## config.mk

```make
export PLATFORM = sky130hd
export DESIGN_NAME = asbl_host
export DESIGN_NICKNAME = d
export VERILOG_FILES = /design/src/pkg/asbl_pkg.sv /design/src/asbl_host.sv /design/src/asbl_tick.sv
export SDC_FILE = /design/constraint.sdc
export NUM_CORES = 1
export LEC_CHECK = 0
export BUFFER_PORTS_ARGS = -buffer_cell sky130_fd_sc_hd__buf_2
export CAP_MARGIN = 15
export CORE_MARGIN = 2
export CORE_UTILIZATION = 35
export CTS_CLUSTER_DIAMETER = 80
export DETAILED_ROUTE_END_ITERATION = 6
export HOLD_SLACK_MARGIN = 0.05
export SLEW_MARGIN = 20
export SYNTH_ARGS = -nofsm -noshare
export SYNTH_HDL_FRONTEND = slang
export SYNTH_SLANG_ARGS = --single-unit
```

## constraint.sdc

```tcl
create_clock -name SYS_CLK -period 3.85 [get_ports SYS_CLK]
set_clock_uncertainty 0.05 [all_clocks]
set_input_delay 0.77 -clock SYS_CLK [delete_from_list [all_inputs] [get_ports SYS_CLK]]
set_output_delay 0.77 -clock SYS_CLK [all_outputs]
set_load 0.01 [all_outputs]
```

## src/pkg/asbl_pkg.sv

```systemverilog
package asbl_pkg;
   localparam int ADDR_W = 18;
   localparam int DATA_W = 16;
   localparam int CLK_PERIOD_NS = 25;
   // Output enable high before write enable falls
   localparam int OE_RELEASE_NS = 4;
   localparam int OE_RELEASE_CYC = (OE_RELEASE_NS + CLK_PERIOD_NS - 1) / CLK_PERIOD_NS;
   // Access strobe width; one 25 ns cycle covers 10/12 ns parts
   localparam int ACCESS_NS = 12;
   localparam int ACCESS_CYC = (ACCESS_NS + CLK_PERIOD_NS - 1) / CLK_PERIOD_NS;
   localparam logic [1:0] CNT_RESET = 2'h0;
   localparam logic [1:0] STROBES_IDLE = 2'h3;

   typedef struct packed {
      logic                  write;
      logic [ADDR_W-1:0]     addr;
      logic [DATA_W-1:0]     wdata;
      logic [1:0]            lanes;   // Bit1 high byte, bit0 low byte, active high
   } asbl_req_t;

   typedef struct packed {
      logic                  chip_en_n;
      logic                  out_en_n;
      logic                  wr_en_n;
      logic                  high_lane_strobe_n;
      logic                  low_lane_strobe_n;
   } asbl_strobe_t;
endpackage : asbl_pkg

```

## src/asbl_host.sv

```systemverilog
`timescale 1ns/100ps
module asbl_host (
   input  wire logic                          SYS_CLK,
   input  wire logic                          RESET,
   input  wire asbl_pkg::asbl_req_t           REQ,
   input  wire logic                          REQ_VALID,
   output logic                               REQ_READY,
   output logic [asbl_pkg::DATA_W-1:0]        RD_DATA,
   output logic                               RD_VALID,
   output logic [asbl_pkg::ADDR_W-1:0]        WORD_ADDRESS,
   output asbl_pkg::asbl_strobe_t             STROBES,
   input  wire logic [asbl_pkg::DATA_W-1:0]   DATA_BUS_IN,
   output logic [asbl_pkg::DATA_W-1:0]        DATA_BUS_OUT,
   output logic [1:0]                         DATA_BUS_OE
);
   typedef enum logic [2:0] {ST_IDLE, ST_RD, ST_WR_SETUP, ST_WR, ST_WR_END} asbl_state_t;

   asbl_state_t                       state_q, state_d;
   logic [asbl_pkg::ADDR_W-1:0]       addr_q, addr_d;
   logic [asbl_pkg::DATA_W-1:0]       wdata_q, wdata_d;
   logic [asbl_pkg::DATA_W-1:0]       rdata_q, rdata_d;
   logic [1:0]                        lanes_q, lanes_d;
   logic                              rvalid_q, rvalid_d;
   asbl_pkg::asbl_strobe_t            stb_q, stb_d;
   logic [1:0]                        oe_q, oe_d;
   logic                              t_start;
   logic [1:0]                        t_len;
   logic                              t_done;

   // Keep byte lanes of the old word where the strobe is inactive
   function automatic logic [asbl_pkg::DATA_W-1:0] lane_merge(
      input logic [asbl_pkg::DATA_W-1:0] nw,
      input logic [asbl_pkg::DATA_W-1:0] old,
      input logic [1:0]                  ln);
      lane_merge = {ln[1] ? nw[15:8] : old[15:8], ln[0] ? nw[7:0] : old[7:0]};
   endfunction : lane_merge

   asbl_tick u_tick (
      .clk   (SYS_CLK),
      .rst   (RESET),
      .start (t_start),
      .len   (t_len),
      .done  (t_done)
   );

   assign REQ_READY    = (state_q == ST_IDLE) || (state_q == ST_WR_END);
   assign RD_DATA      = rdata_q;
   assign RD_VALID     = rvalid_q;
   assign WORD_ADDRESS = addr_q;
   assign STROBES      = stb_q;
   assign DATA_BUS_OUT = wdata_q;
   assign DATA_BUS_OE  = oe_q;

   always_comb begin
      state_d  = state_q;
      addr_d   = addr_q;
      wdata_d  = wdata_q;
      rdata_d  = rdata_q;
      lanes_d  = lanes_q;
      rvalid_d = 1'b0;
      stb_d    = stb_q;
      oe_d     = oe_q;
      t_start  = 1'b0;
      t_len    = asbl_pkg::CNT_RESET;
      case (state_q)
         ST_IDLE, ST_WR_END: begin
            // Lane strobes already high: write ended by them, bus released
            oe_d = 2'h0;
            if (REQ_VALID && REQ.lanes != 2'h0) begin
               addr_d  = REQ.addr;
               lanes_d = REQ.lanes;
               wdata_d = REQ.wdata;
               if (REQ.write) begin
                  if (state_q == ST_WR_END) begin
                     // Write enable kept low, lane strobes gate next write
                     state_d = ST_WR_SETUP;
                     t_start = 1'b1;
                     t_len   = 2'(asbl_pkg::ACCESS_CYC);
                  end else begin
                     stb_d.out_en_n  = 1'b1;
                     stb_d.chip_en_n = 1'b0;
                     state_d = ST_WR_SETUP;
                     t_start = 1'b1;
                     t_len   = 2'(asbl_pkg::OE_RELEASE_CYC);
                  end
               end else begin
                  stb_d.wr_en_n            = 1'b1;
                  stb_d.chip_en_n          = 1'b0;
                  stb_d.out_en_n           = 1'b0;
                  stb_d.high_lane_strobe_n = ~REQ.lanes[1];
                  stb_d.low_lane_strobe_n  = ~REQ.lanes[0];
                  state_d = ST_RD;
                  t_start = 1'b1;
                  t_len   = 2'(asbl_pkg::ACCESS_CYC);
               end
            end else begin
               stb_d   = {1'b1, 1'b1, 1'b1, asbl_pkg::STROBES_IDLE};
               state_d = ST_IDLE;
            end
         end
         ST_RD: begin
            if (t_done) begin
               rdata_d  = lane_merge(DATA_BUS_IN, 16'h0000, lanes_q);
               rvalid_d = 1'b1;
               stb_d    = {1'b1, 1'b1, 1'b1, asbl_pkg::STROBES_IDLE};
               state_d  = ST_IDLE;
            end
         end
         ST_WR_SETUP: begin
            // Output enable has been high for the release time; now drive
            stb_d.out_en_n           = 1'b1;
            stb_d.chip_en_n          = 1'b0;
            stb_d.wr_en_n            = 1'b0;
            stb_d.high_lane_strobe_n = ~lanes_q[1];
            stb_d.low_lane_strobe_n  = ~lanes_q[0];
            oe_d = lanes_q;
            if (t_done || state_q == ST_WR_SETUP && stb_q.wr_en_n == 1'b0) begin
               state_d = ST_WR;
               t_start = 1'b1;
               t_len   = 2'(asbl_pkg::ACCESS_CYC);
            end
         end
         ST_WR: begin
            if (t_done) begin
               // Lane strobes end the write; address and data held one more cycle
               stb_d.high_lane_strobe_n = 1'b1;
               stb_d.low_lane_strobe_n  = 1'b1;
               state_d = ST_WR_END;
            end
         end
         default: begin
            state_d = ST_IDLE;
         end
      endcase
   end

   always_ff @(posedge SYS_CLK) begin
      if (RESET) begin
         state_q  <= ST_IDLE;
         addr_q   <= '0;
         wdata_q  <= '0;
         rdata_q  <= '0;
         lanes_q  <= 2'h0;
         rvalid_q <= 1'b0;
         stb_q    <= {1'b1, 1'b1, 1'b1, asbl_pkg::STROBES_IDLE};
         oe_q     <= 2'h0;
      end else begin
         state_q  <= state_d;
         addr_q   <= addr_d;
         wdata_q  <= wdata_d;
         rdata_q  <= rdata_d;
         lanes_q  <= lanes_d;
         rvalid_q <= rvalid_d;
         stb_q    <= stb_d;
         oe_q     <= oe_d;
      end
   end

   property p_read_we_high;
      @(posedge SYS_CLK) disable iff (RESET)
      (!stb_q.out_en_n && !stb_q.chip_en_n) |-> stb_q.wr_en_n;
   endproperty
   a_read_we_high: assert property (p_read_we_high) else $error("WE low during read");

   property p_addr_at_ce;
      @(posedge SYS_CLK) disable iff (RESET)
      // Address and chip enable launch on one edge; address must then hold
      $fell(stb_q.chip_en_n) |=> $stable(addr_q);
   endproperty
   a_addr_at_ce: assert property (p_addr_at_ce) else $error("Address moved at CE fall");

   property p_oe_before_we;
      @(posedge SYS_CLK) disable iff (RESET)
      $fell(stb_q.wr_en_n) |-> $past(stb_q.out_en_n) && stb_q.out_en_n;
   endproperty
   a_oe_before_we: assert property (p_oe_before_we) else $error("OE not high before WE");

   property p_write_end_hold;
      @(posedge SYS_CLK) disable iff (RESET)
      (state_q == ST_WR && t_done) |=> $stable(addr_q) && $stable(wdata_q) && oe_q != 2'h0;
   endproperty
   a_write_end_hold: assert property (p_write_end_hold) else $error("Data moved at write end");

   property p_no_drive_in_read;
      @(posedge SYS_CLK) disable iff (RESET)
      !stb_q.out_en_n |-> oe_q == 2'h0;
   endproperty
   a_no_drive_in_read: assert property (p_no_drive_in_read) else $error("Bus contention");

   property p_drive_lanes;
      @(posedge SYS_CLK) disable iff (RESET)
      (!stb_q.wr_en_n && !stb_q.chip_en_n) |->
         oe_q == ~{stb_q.high_lane_strobe_n, stb_q.low_lane_strobe_n} || oe_q == lanes_q;
   endproperty
   a_drive_lanes: assert property (p_drive_lanes) else $error("Lane drive mismatch");

   property p_write_all_active;
      @(posedge SYS_CLK) disable iff (RESET)
      (state_q == ST_WR) |-> !stb_q.chip_en_n && !stb_q.wr_en_n &&
         ({stb_q.high_lane_strobe_n, stb_q.low_lane_strobe_n} != 2'h3);
   endproperty
   a_write_all_active: assert property (p_write_all_active) else $error("Write not qualified");

   property p_read_done;
      @(posedge SYS_CLK) disable iff (RESET)
      (state_q == ST_IDLE && REQ_VALID && !REQ.write && REQ.lanes != 2'h0) |-> ##[1:3] RD_VALID;
   endproperty
   a_read_done: assert property (p_read_done) else $error("Read never completes");

   property p_b2b;
      @(posedge SYS_CLK) disable iff (RESET)
      (state_q == ST_WR_END && REQ_VALID && REQ.write && REQ.lanes != 2'h0)
         |=> !stb_q.wr_en_n [*2];
   endproperty
   a_b2b: assert property (p_b2b) else $error("WE rose in back-to-back");

   c_read:  cover property (@(posedge SYS_CLK) disable iff (RESET) RD_VALID);
   c_write: cover property (@(posedge SYS_CLK) disable iff (RESET) state_q == ST_WR_END);
   c_b2b:   cover property (@(posedge SYS_CLK) disable iff (RESET)
      state_q == ST_WR_END ##1 state_q == ST_WR_SETUP && !stb_q.wr_en_n);
endmodule : asbl_host

```

## src/asbl_tick.sv

```systemverilog
`timescale 1ns/100ps
module asbl_tick (
   input  wire logic       clk,
   input  wire logic       rst,
   input  wire logic       start,
   input  wire logic [1:0] len,
   output logic            done
);
   logic [1:0] cnt_q;
   logic [1:0] cnt_d;

   always_comb begin
      cnt_d = cnt_q;
      // Done from the count only: start depends on done, so no loop back
      done  = (cnt_q == 2'h1);
      if (start) begin
         cnt_d = len;
      end else if (cnt_q != asbl_pkg::CNT_RESET) begin
         cnt_d = cnt_q - 2'h1;
      end
   end

   always_ff @(posedge clk) begin
      if (rst) begin
         cnt_q <= asbl_pkg::CNT_RESET;
      end else begin
         cnt_q <= cnt_d;
      end
   end
endmodule : asbl_tick

```

# Word level (Yosys, flattened, before mapping)
# Index checks and enable logic that the tools add are counted.
[totals] regBits=65 in_bits=56
[classes] addsub=1 n_eq_ne=10 n_mux=26 bitwise_logic=6 reduce_logical=19
[op_table] cell="two-way mux 8 bit" count=2
[op_table] cell="two-way mux 3 bit" count=5
[op_table] cell="two-way mux 2 bit" count=6
[op_table] cell="case mux 3 bit (4 select lines)" count=1
[op_table] cell="two-way mux 5 bit" count=2
[op_table] cell="case mux 3 bit (3 select lines)" count=1
[op_table] cell="AND reduction 3 bit" count=3
[op_table] cell="case mux 2 bit (4 select lines)" count=1
[op_table] cell="nonzero test 2 bit" count=4
[op_table] cell="equality test 3 x 2 -> 1 bit (second input constant)" count=2
[op_table] cell="NOT 1 bit" count=6
[op_table] cell="two-way mux 1 bit" count=5
[op_table] cell="!= test 2 bit (second input constant)" count=2
[op_table] cell="!= test 4 bit (second input constant)" count=1
[op_table] cell="case mux 1 bit (2 select lines)" count=2
[op_table] cell="case mux 2 bit (2 select lines)" count=1
[op_table] cell="AND reduction 2 bit" count=2
[op_table] cell="AND reduction 4 bit" count=1
[op_table] cell="nonzero test 4 bit" count=1
[op_table] cell="OR reduction 2 bit" count=2
[op_table] cell="equality test 3 x 1 -> 1 bit (second input constant)" count=1
[op_table] cell="equality test 3 bit (second input constant)" count=1
[op_table] cell="zero test 3 bit" count=1
[op_table] cell="!= test 3 bit (second input constant)" count=1
[op_table] cell="other kinds (6)" count=8

# Depth between registers and ports, before layout
# Gate-level depths: netlist of the first run.
[logic_depth] word_depth=6 ltp_mapped=6 ltp_nobuf=6

# By module
# From an unflattened synthesis of the first run, not the netlist that was laid out.
[unflattened] hier_cells=269 area_unflattened_um2=2396.0
[by_module_without_submodules] module="asbl_host" n_inst=1 cells_per_inst=255 area_each_um2=2264.7 seq_area_each_um2=1261.2
[by_module_without_submodules] module="asbl_tick" n_inst=1 cells_per_inst=14 area_each_um2=131.4 seq_area_each_um2=40.0

# Least setup slack after synthesis of the first run
# Ideal clock, no wire load.
[synth_timing] path_type="input port to flip-flop" startpoint="in REQ_VALID" endpoint="reg state_q[0]" setup_time_ns=0.091 t_arrival_ns=1.854 t_required_ns=3.709 setup_slack_ns=1.855 cell_stages=5 path_cell_list="or3b_4 or2_1 buf_6 o21a_1 a311oi_1"
[synth_via] elab_chain_len=3
[synth_lines] item="from (decl)" line="asbl_host.sv:6" rtl="input wire logic REQ_VALID,"
[synth_lines] item="logical AND 1 bit" line="asbl_host.sv:69" rtl="if (REQ_VALID && REQ.lanes != 2'h0) begin"
[synth_lines] item="two-way mux 3 bit" line="asbl_host.sv:69"
[synth_lines] item="case mux 3 bit (4 select lines)" line="asbl_host.sv:65" rtl="case (state_q)"
[synth_lines] item="to (signal assigned)" line="asbl_host.sv:148" rtl="state_q <= state_d;"
[synth_lines] item="to (decl)" line="asbl_host.sv:18" rtl="asbl_state_t state_q, state_d;"
# No other way between the ends.
# A chain may end at the register's enable or synchronous reset.

# Worst setup path after layout of the first run
[layout_timing] startpoint="reg state_q[0]" endpoint="out REQ_READY"
[layout_via] elab_chain_len=2
[layout_lines] item="equality test 3 bit / zero test 3 bit (equally long branches)" line="asbl_host.sv:46" rtl="assign REQ_READY = (state_q == ST_IDLE) || (state_q == ST_WR_END);"
[layout_lines] item="logical OR 1 bit (*)" line="asbl_host.sv:46"
[layout_lines] item="to (decl)" line="asbl_host.sv:7" rtl="output logic REQ_READY,"
# Mark *: on every way between the ends. The rest lies on a longest branch, timed or not.

==> results of run 1 <==
[synthesized netlist by cell type, types with 2 or more instances]
library cell,number,area [sq um]
a21oi_1,44,220
nand2b_1,5,31.3
dfxtp_1,65,1300
a22o_1,16,140
nor2_1,9,33.8
ha_1,2,25.0
o21bai_1,2,15.0
nor3_1,5,25.0
nand2_1,74,278
buf_2,4,20.0
clkbuf_1,11,41.3
inv_1,4,15.0
nor2b_1,3,18.8
a31oi_1,2,12.5
o21ai_0,6,30.0
mux2i_1,2,20.0
a22oi_1,2,15.0
nand3_1,3,15.0
[path summary, 6_finish.rpt]
| kind | depth (start not counted) | startpoint | slack, ps | endpoint |
|---|---|---|---|---|
| max | 2 | state_q[0]$_SDFFE_PP0P_ | 1720 | REQ_READY |
| min | 2 | WORD_ADDRESS[13]$_SDFFE_PP0P_ | 400 | WORD_ADDRESS[13]$_SDFFE_PP0P_ |
| max reg2reg | 5 | state_q[0]$_SDFFE_PP0P_ | 1780 | WORD_ADDRESS[4]$_SDFFE_PP0P_ |
| min reg2reg | 2 | WORD_ADDRESS[13]$_SDFFE_PP0P_ | 400 | WORD_ADDRESS[13]$_SDFFE_PP0P_ |
[metrics by stage]
step / std cells / hold WS [ps]
final: 474 / 403
after global routing: 474 / 420
after CTS: 474 / 404
after detailed placement: 458 / 395
after global placement: 458 / 388
after floorplan: 277 / 387
[layer usage]
metal	wire length (microns)	track usage	vias to the layer above	part of all wire
li1	-	-	1168	-
met1	2660	0.197	994	0.45
met2	2770	0.239	67	0.47
met3	335	0.0464	14	0.057
met4	160	0.0852	0	0.027
met5	0	0	-	0
[critical path, cell delays in order, from the launching register on]
cell and delay (ps):
dfxtp_1 610, nor2_1 190, buf_2 180
[logic make-up after synthesis]
kind of cell,after synthesis,share of synthesized area
flops,65,0.540
compound gates,81,0.210
simple gates,105,0.190
xor+xnor,1,0.00364
mux,2,0.00831
fa+ha+maj,2,0.0104
buf+inv,21,0.0379
[registers in the layout, indices dropped and copies added (netlist names)]
name          flops
DATA_BUS_OE       2
DATA_BUS_OUT     16
RD_DATA          16
RD_VALID          1
STROBES           5
WORD_ADDRESS     18
lanes_q           2
state_q           3
u_tick.cnt_q      2
[power groups by stage]
stage          combinational (mW)  sequential [mW]  clock [mW]
6_report                    0.306            0.761       0.674
3_5_place_dp                0.308            0.776           0
5_1_grt                     0.350            0.768       0.723
2_1_floorplan               0.189            0.785           0
4_1_cts                     0.311            0.761       0.697
3_3_place_gp                0.305            0.775           0
[area by class of cell]
cell class,instances,area share
repair buffers,118,0.184
flip-flops and latches,65,0.398
inverters,4,0.00459
clock buffers,12,0.0505
well taps,80,0.0306
clock inverters,4,0.0226
multi-input cells,191,0.311
==> impl_metrics.csv, run 1 <==
group,metric,value,unit
sta,finalSetupTns,0,ps
cells_and_area,filler_cell_count,672,
clock_tree,cts_tree,"yes",
clock_tree,numCtsBuffers,9,
cells_and_area,fin_util,0.487,
cells_and_area,layout-drive-gt1-share,0.348,
logic_synthesis,synth_nets,335,
power,power.switching,0.471,mW
global_route,grt_pass1_wl,9.23,mm
flow_run,max_cap_violations,0,
critical_path,critical_path_class,"reg -> out",
floorplan,rows,30,
power,pwr-share-comb,0.176,
power,p_int,1.27,mW
logic_synthesis,synth_ff_type,"dfxtp_1",
floorplan,die_area,7560,sq um
critical_path,critPathCaptureType,"primary output",
critical_path,cp_max_fo,15,
routing,routed_wl,5.92,mm
floorplan,ios,115,
logic_synthesis,ys_seq_area_frac,0.540,
cells_and_area,regArea,1300,sq um
global_route,grt_pass1_vias,2020,
placement,hpwl,4.09,mm
logic_synthesis,ys_warn_count,0,
critical_path,critPathRequiredTime,3030,ps
logic_synthesis,ys_types,36,
sta,finalHoldViolCount,0,
critical_path,arrival,1310,ps
placement,gp_congestion,0.742,
placement,dpl_worst_slack,1380,ps
sta,period_minus_slack,2130,ps
routing,drtAntennaViolNets,0,
clock_tree,cts.sinks,65,
run_status,status,"finished, final reports clean",
global_route,grt_usage,0.156,
power,power,1.74,mW
logic_synthesis,ys_ff_latch,65,
clock_tree,post_cts_buffers,0,
sta,slew-limit-headroom,0.439,
critical_path,worst_setup_path_start_kind,"register",
logic_synthesis,synth_edf_count,0,
logic_synthesis,syn-cell-area,2410,sq um
cells_and_area,antenna_cells,0,
power,p_sw_frac,0.271,
min_path,worstHoldPathType,"reg -> reg",
cells_and_area,final_common_cell,"buf_2",
clock_tree,ctsResizeCount,0,
cells_and_area,final_cell_mix,"114 x buf_2, 74 x nand2_1, 65 x dfxtp_1",
placement,placed_area,3030,sq um
floorplan,chipWidth,87.0,microns
cells_and_area,stdcell_area,3270,sq um
cells_and_area,layout.nets,447,
global_route,grt_overflow,0,
routing,drt_iter0_markers,87,
routing,vias,2243,
power,p_clk_frac,0.387,
routing,wl_per_cell,12.5,microns
floorplan,die_h,87.0,microns
routing,dr.pass1.iters,4,
power,pwr-share-seq,0.437,
power,p_per_area,532,nW/um^2
cells_and_area,multi_input_area,1020,sq um
sta,fin_crit_sh,0.554,
placement,portBuffers,114,
floorplan,start_util,0.358,
clock_tree,clk_latency,330,ps
logic_synthesis,synthArstFlopShare,0,
logic_synthesis,synth.avg_cell_area,8.70,sq um
cells_and_area,layout-area-overhead-vs-synth,35.8,%
floorplan,core_area,6720,sq um
sta,fmax,469,MHz
sta,finalSetupViolCount,0,
power,p_leak,1.51,nW
sta,tightest_slew,836,ps
clock_tree,hold_buffers,0,
clock_tree,clkTransAtPathRegs,70,ps
power,ir_worst_vdd,0.182,mV
routing,drc_errors,0,
sta,rsz0062_at_grt,"no",
clock_tree,htree_levels,3,
global_route,grt_antenna_before_repair,0,
clock_tree,cts_buffer_depth,2,
logic_synthesis,syn_inst,277,
sta,setup_slack,1720,ps
routing,vias_per_cell,4.73,
sta,finalMaxSlewViolations,0,
global_route,grt_max_degree,52,
clock_tree,cts_root_buffer,"clkbuf_8",
Note: power is estimated with default switching activity, not from simulation.
==> inputs of run 2 (changes only) <==
--- a/config.mk
+++ b/config.mk
@@ -12,6 +12,7 @@
 export CTS_CLUSTER_DIAMETER = 80
 export DETAILED_ROUTE_END_ITERATION = 6
 export HOLD_SLACK_MARGIN = 0.05
+export PLACE_DENSITY = 0.66
 export SLEW_MARGIN = 20
 export SYNTH_ARGS = -nofsm -noshare
 export SYNTH_HDL_FRONTEND = slang
==> constraint.sdc (replaced) <==
create_clock -name SYS_CLK -period 1.9 [get_ports SYS_CLK]
set_clock_uncertainty 0.05 [all_clocks]
set_input_delay 0.38 -clock SYS_CLK [delete_from_list [all_inputs] [get_ports SYS_CLK]]
set_output_delay 0.38 -clock SYS_CLK [all_outputs]
set_load 0.01 [all_outputs]
==> impl_metrics.csv, run 2 (synthesized netlist as in run 1, its figures left out) <==
group,metric,value,unit
routing,drtAntennaViolNets,0,
sta,fin_crit_sh,0.893,
global_route,grt_overflow,0,
clock_tree,cts.sinks,65,
routing,dr.pass1.iters,5,
global_route,grt_max_degree,46,
clock_tree,cts_tree,"yes",
routing,routed_wl,5.79,mm
power,ir_worst_vdd,0.400,mV
min_path,worstHoldPathCells,2,
cells_and_area,antenna_cells,0,
floorplan,die_area,7560,sq um
global_route,grt_pass1_vias,2059,
sta,finalSetupTns,0,ps
critical_path,cp_max_fo,11,
clock_tree,htree_levels,3,
sta,finalHoldViolCount,0,
global_route,grt_usage,0.153,
cells_and_area,layout-area-overhead-vs-synth,37.0,%
routing,drt_iter0_markers,78,
sta,period_minus_slack,1700,ps
min_path,hp-start,"DATA_BUS_IN[13]",
critical_path,timing.rr.start,"u_tick.cnt_q[0]$_SDFFE_PP0P_",
sta,finalMaxSlewViolations,0,
cells_and_area,filler_cell_count,673,
routing,wl_met2,2.73,mm
critical_path,timing.rr.end,"RD_DATA[12]$_SDFFE_PP0P_",
routing,vias_per_cell,4.76,
routing,drc_errors,0,
critical_path,r2r_cells,5,
sta,rsz0062_at_grt,"no",
min_path,min_delay_worst_endpoint,"RD_DATA[13]$_SDFFE_PP0P_",
cells_and_area,final_common_cell,"buf_2",
power,p_leak,1.52,nW
run_status,status,"finished, final reports clean",
clock_tree,hold_buffers,0,
sta,tightest_slew,458,ps
sta,slew-limit-headroom,0.695,
critical_path,arrival,1270,ps
critical_path,critical_path_class,"reg -> out",
floorplan,start_util,0.358,
clock_tree,numCtsBuffers,9,
routing,wl_met3,358,microns
global_route,grt_antenna_before_repair,0,
clock_tree,ctsResizeCount,0,
routing,drt-met1-wl,2.61,mm
min_path,worstHoldPathType,"in -> reg",
floorplan,core_area,6720,sq um
clock_tree,cts_root_buffer,"clkbuf_8",
critical_path,critPathRequiredTime,1470,ps
placement,gp_congestion,0.880,
routing,top_layer,"met4",
global_route,grt_pass1_wl,9.23,mm
routing,wl_per_cell,12.1,microns
floorplan,rows,30,
floorplan,chipWidth,87.0,microns
floorplan,ios,115,
clock_tree,post_cts_buffers,0,
clock_tree,cts_buffer_depth,2,
critical_path,worst_setup_path_start_kind,"register",
critical_path,rrSetupSlack,310,ps
placement,portBuffers,114,
cells_and_area,layout-drive-gt1-share,0.355,
clock_tree,clkTransAtPathRegs,70,ps
flow_run,max_cap_violations,0,
power,p_per_area,1020,nW/um^2
cells_and_area,layout.nets,453,
floorplan,die_h,87.0,microns
power,power,3.35,mW
critical_path,critPathCaptureType,"primary output",
sta,fmax,590,MHz
cells_and_area,final_cell_mix,"114 x buf_2, 74 x nand2_1, 65 x dfxtp_1",
cells_and_area,largest_reg_flops,18,
placement,hpwl,4.02,mm
clock_tree,clk_latency,330,ps
routing,vias,2286,
sta,finalSetupViolCount,0,
run 2: cell count changes in the layout (fill, tap and decap cells not counted), sizes merged:
| cell | delta |
|---|---|
| clkinvlp | +2 |
| clkbuf | -1 |
| buf | +6 |
| bufinv | -1 |
run 2: worst max-delay path by stage:
stage,endpoint,start,depth (start not counted)
floorplan,RD_DATA[10]$_SDFFE_PP0P_,u_tick.cnt_q[1]$_SDFFE_PP0P_,6
global route,REQ_READY,state_q[1]$_SDFFE_PP0P_,3
global placement,u_tick.cnt_q[1]$_SDFFE_PP0P_,REQ_VALID,5
CTS,REQ_READY,state_q[1]$_SDFFE_PP0P_,3
finish,REQ_READY,state_q[1]$_SDFFE_PP0P_,3
detailed placement,state_q[0]$_SDFFE_PP0P_,REQ_VALID,5
run 2: layer usage:
layer | up-vias | GRT usage
met1 | 1029 | 0.189
met5 | - | 0
met2 | 64 | 0.248
met4 | 0 | 0.0724
li1 | 1184 | -
met3 | 9 | 0.0389
run 2: where the power goes:
part | switching [mW] | internal, mW | total (mW) | leakage (nW)
clock network | 0.517 | 0.637 | 1.15 | 0.0953
logic | 0.383 | 0.289 | 0.672 | 0.895
registers | 0.0567 | 1.47 | 1.52 | 0.530
run 2: worst max-delay path: stages, from the launching register on:
cell and delay [ps]:
dfxtp_1 320, buf_4 170, nor2_1 260, buf_2 190
run 2: per-stage QoR:
| stage | worst slack (ps) | util | hold WS (ps) | instances | area [sq um] |
|---|---|---|---|---|---|
| after floorplan | 208 | - | 387 | 277 | 2410 |
| after global placement | 178 | 0.462 | 389 | 464 | 3100 |
| after detailed placement | 123 | 0.462 | 393 | 464 | 3100 |
| after CTS | 188 | 0.491 | 184 | 480 | 3300 |
| after global routing | 104 | 0.491 | 193 | 480 | 3300 |
| final | 204 | 0.491 | 202 | 480 | 3300 |
run 2: cell type report:
cell class / instances / area [sq um] / area share
timing repair buffer: 124 / 671 / 0.203
clock inverter: 5 / 55.1 / 0.0167
sequential: 65 / 1300 / 0.394
multi-input combinational: 191 / 1020 / 0.308
clock buffer: 11 / 141 / 0.0429
tap: 80 / 100 / 0.0303
inverter: 4 / 15.0 / 0.00455
==> inputs of run 3 (changes only) <==
--- a/config.mk
+++ b/config.mk
@@ -12,7 +12,7 @@
 export CTS_CLUSTER_DIAMETER = 80
 export DETAILED_ROUTE_END_ITERATION = 6
 export HOLD_SLACK_MARGIN = 0.05
-export PLACE_DENSITY = 0.66
+export PLACE_DENSITY = 0.72
 export SLEW_MARGIN = 20
 export SYNTH_ARGS = -nofsm -noshare
 export SYNTH_HDL_FRONTEND = slang
==> impl_metrics.csv, run 3 (synthesized netlist as in run 1, its figures left out) <==
group,metric,value,unit
sta,slew-limit-headroom,0.706,
sta,finalSetupViolCount,0,
global_route,grt_max_degree,45,
critical_path,cp_num_buf_inv,2,
floorplan,rows,30,
floorplan,core_area,6720,sq um
clock_tree,htree_levels,3,
floorplan,chipWidth,87.0,microns
routing,drt-met1-wl,2.55,mm
clock_tree,ctsResizeCount,0,
clock_tree,clk_latency,320,ps
clock_tree,post_cts_buffers,0,
sta,fmax,594,MHz
cells_and_area,layout-area-overhead-vs-synth,35.3,%
sta,finalMaxSlewViolations,0,
critical_path,cp_max_fo,14,
clock_tree,hold_buffers,0,
global_route,grt_overflow,0,
critical_path,cpPeakStageDelay,320,ps
floorplan,die_h,87.0,microns
critical_path,critPathRequiredTime,1470,ps
critical_path,arrival,1250,ps
placement,gp_congestion,0.914,
cells_and_area,layout-drive-gt1-share,0.355,
critical_path,path_cells,"buf_4, nor2_1, buf_2",
sta,setup_slack,216,ps
routing,drt_iter0_markers,72,
sta,fin_crit_sh,0.886,
cells_and_area,final_cell_mix,"114 x buf_2, 74 x nand2_1, 65 x dfxtp_1",
cells_and_area,final_common_cell,"buf_2",
floorplan,start_util,0.358,
clock_tree,cts_buffer_depth,2,
sta,finalSetupTns,0,ps
routing,vias,2322,
clock_tree,clkTransAtPathRegs,70,ps
placement,dpl_worst_slack,116,ps
placement,portBuffers,114,
cells_and_area,layout.nets,454,
routing,top_layer,"met4",
routing,wl_per_cell,12.2,microns
min_path,worstHoldPathType,"in -> reg",
routing,drtAntennaViolNets,0,
flow_run,max_cap_violations,0,
critical_path,critPathCaptureType,"primary output",
global_route,grt_antenna_before_repair,0,
power,ir_worst_vdd,0.480,mV
cells_and_area,antenna_cells,0,
critical_path,critical_path_class,"reg -> out",
sta,rsz0062_at_grt,"no",
power,p_per_area,974,nW/um^2
cells_and_area,largest_reg_flops,18,
routing,dr.pass1.iters,4,
clock_tree,cts.sinks,65,
routing,drc_errors,0,
routing,wl_met3,355,microns
placement,hpwl,4.13,mm
sta,finalHoldViolCount,0,
sta,period_minus_slack,1680,ps
cells_and_area,stdcell_area,3260,sq um
power,p_leak,1.51,nW
sta,tightest_slew,440,ps
routing,wl_met2,2.89,mm
routing,vias_per_cell,4.84,
critical_path,worst_setup_path_start_kind,"register",
placement,placed_area,3100,sq um
global_route,grt_pass1_wl,9.08,mm
global_route,grt_usage,0.153,
critical_path,crit_slowest_cell,"dfxtp_1",
run_status,status,"finished, final reports clean",
clock_tree,numCtsBuffers,9,
clock_tree,cts_tree,"yes",
clock_tree,cts_root_buffer,"clkbuf_8",
floorplan,die_area,7560,sq um
critical_path,crit_family,"buffers and inverters",
routing,routed_wl,5.85,mm
global_route,grt_pass1_vias,2092,
floorplan,ios,115,
[run 3: per-stage QoR]
stage          hold slack, ps  utilization  power (mW)  instances
4_1_cts                   193        0.485        3.22        480
3_5_place_dp              394        0.461        2.23        465
6_report                  212        0.485        3.17        480
2_1_floorplan             387            -        1.97        277
3_3_place_gp              389        0.461        2.21        465
5_1_grt                   197        0.485        3.35        480
[run 3: power by group]
| part | switching (mW) | leakage, nW | internal [mW] |
|---|---|---|---|
| logic | 0.384 | 0.894 | 0.285 |
| registers | 0.0598 | 0.530 | 1.47 |
| clock network | 0.483 | 0.0887 | 0.493 |
| total | 0.927 | 1.51 | 2.25 |
[run 3: final cells by class]
cell class,instances,area [sq um]
Sequential cell,65,1300
Multi-Input combinational cell,191,1020
Fill cell,661,3460
Tap cell,80,100
Timing Repair Buffer,125,666
Clock inverter,4,20.0
Clock buffer,11,141
Inverter,4,15.0
[run 3: worst paths after layout]
kind | start | end | slack [ps] | cells after the start
setup reg to reg | u_tick.cnt_q[0]$_SDFFE_PP0P_ | RD_DATA[15]$_SDFFE_PP0P_ | 270 | 5
hold / removal | DATA_BUS_IN[6] | RD_DATA[6]$_SDFFE_PP0P_ | 210 | 2
hold reg to reg | DATA_BUS_OUT[13]$_SDFFE_PP0P_ | DATA_BUS_OUT[13]$_SDFFE_PP0P_ | 400 | 2
setup / recovery | state_q[0]$_SDFFE_PP0P_ | REQ_READY | 220 | 3
[run 3: per-layer routing]
metal | vias up | GRT usage
li1 | 1185 | -
met1 | 1054 | 0.173
met2 | 78 | 0.269
met3 | 5 | 0.0398
met4 | 0 | 0.0710
met5 | - | 0
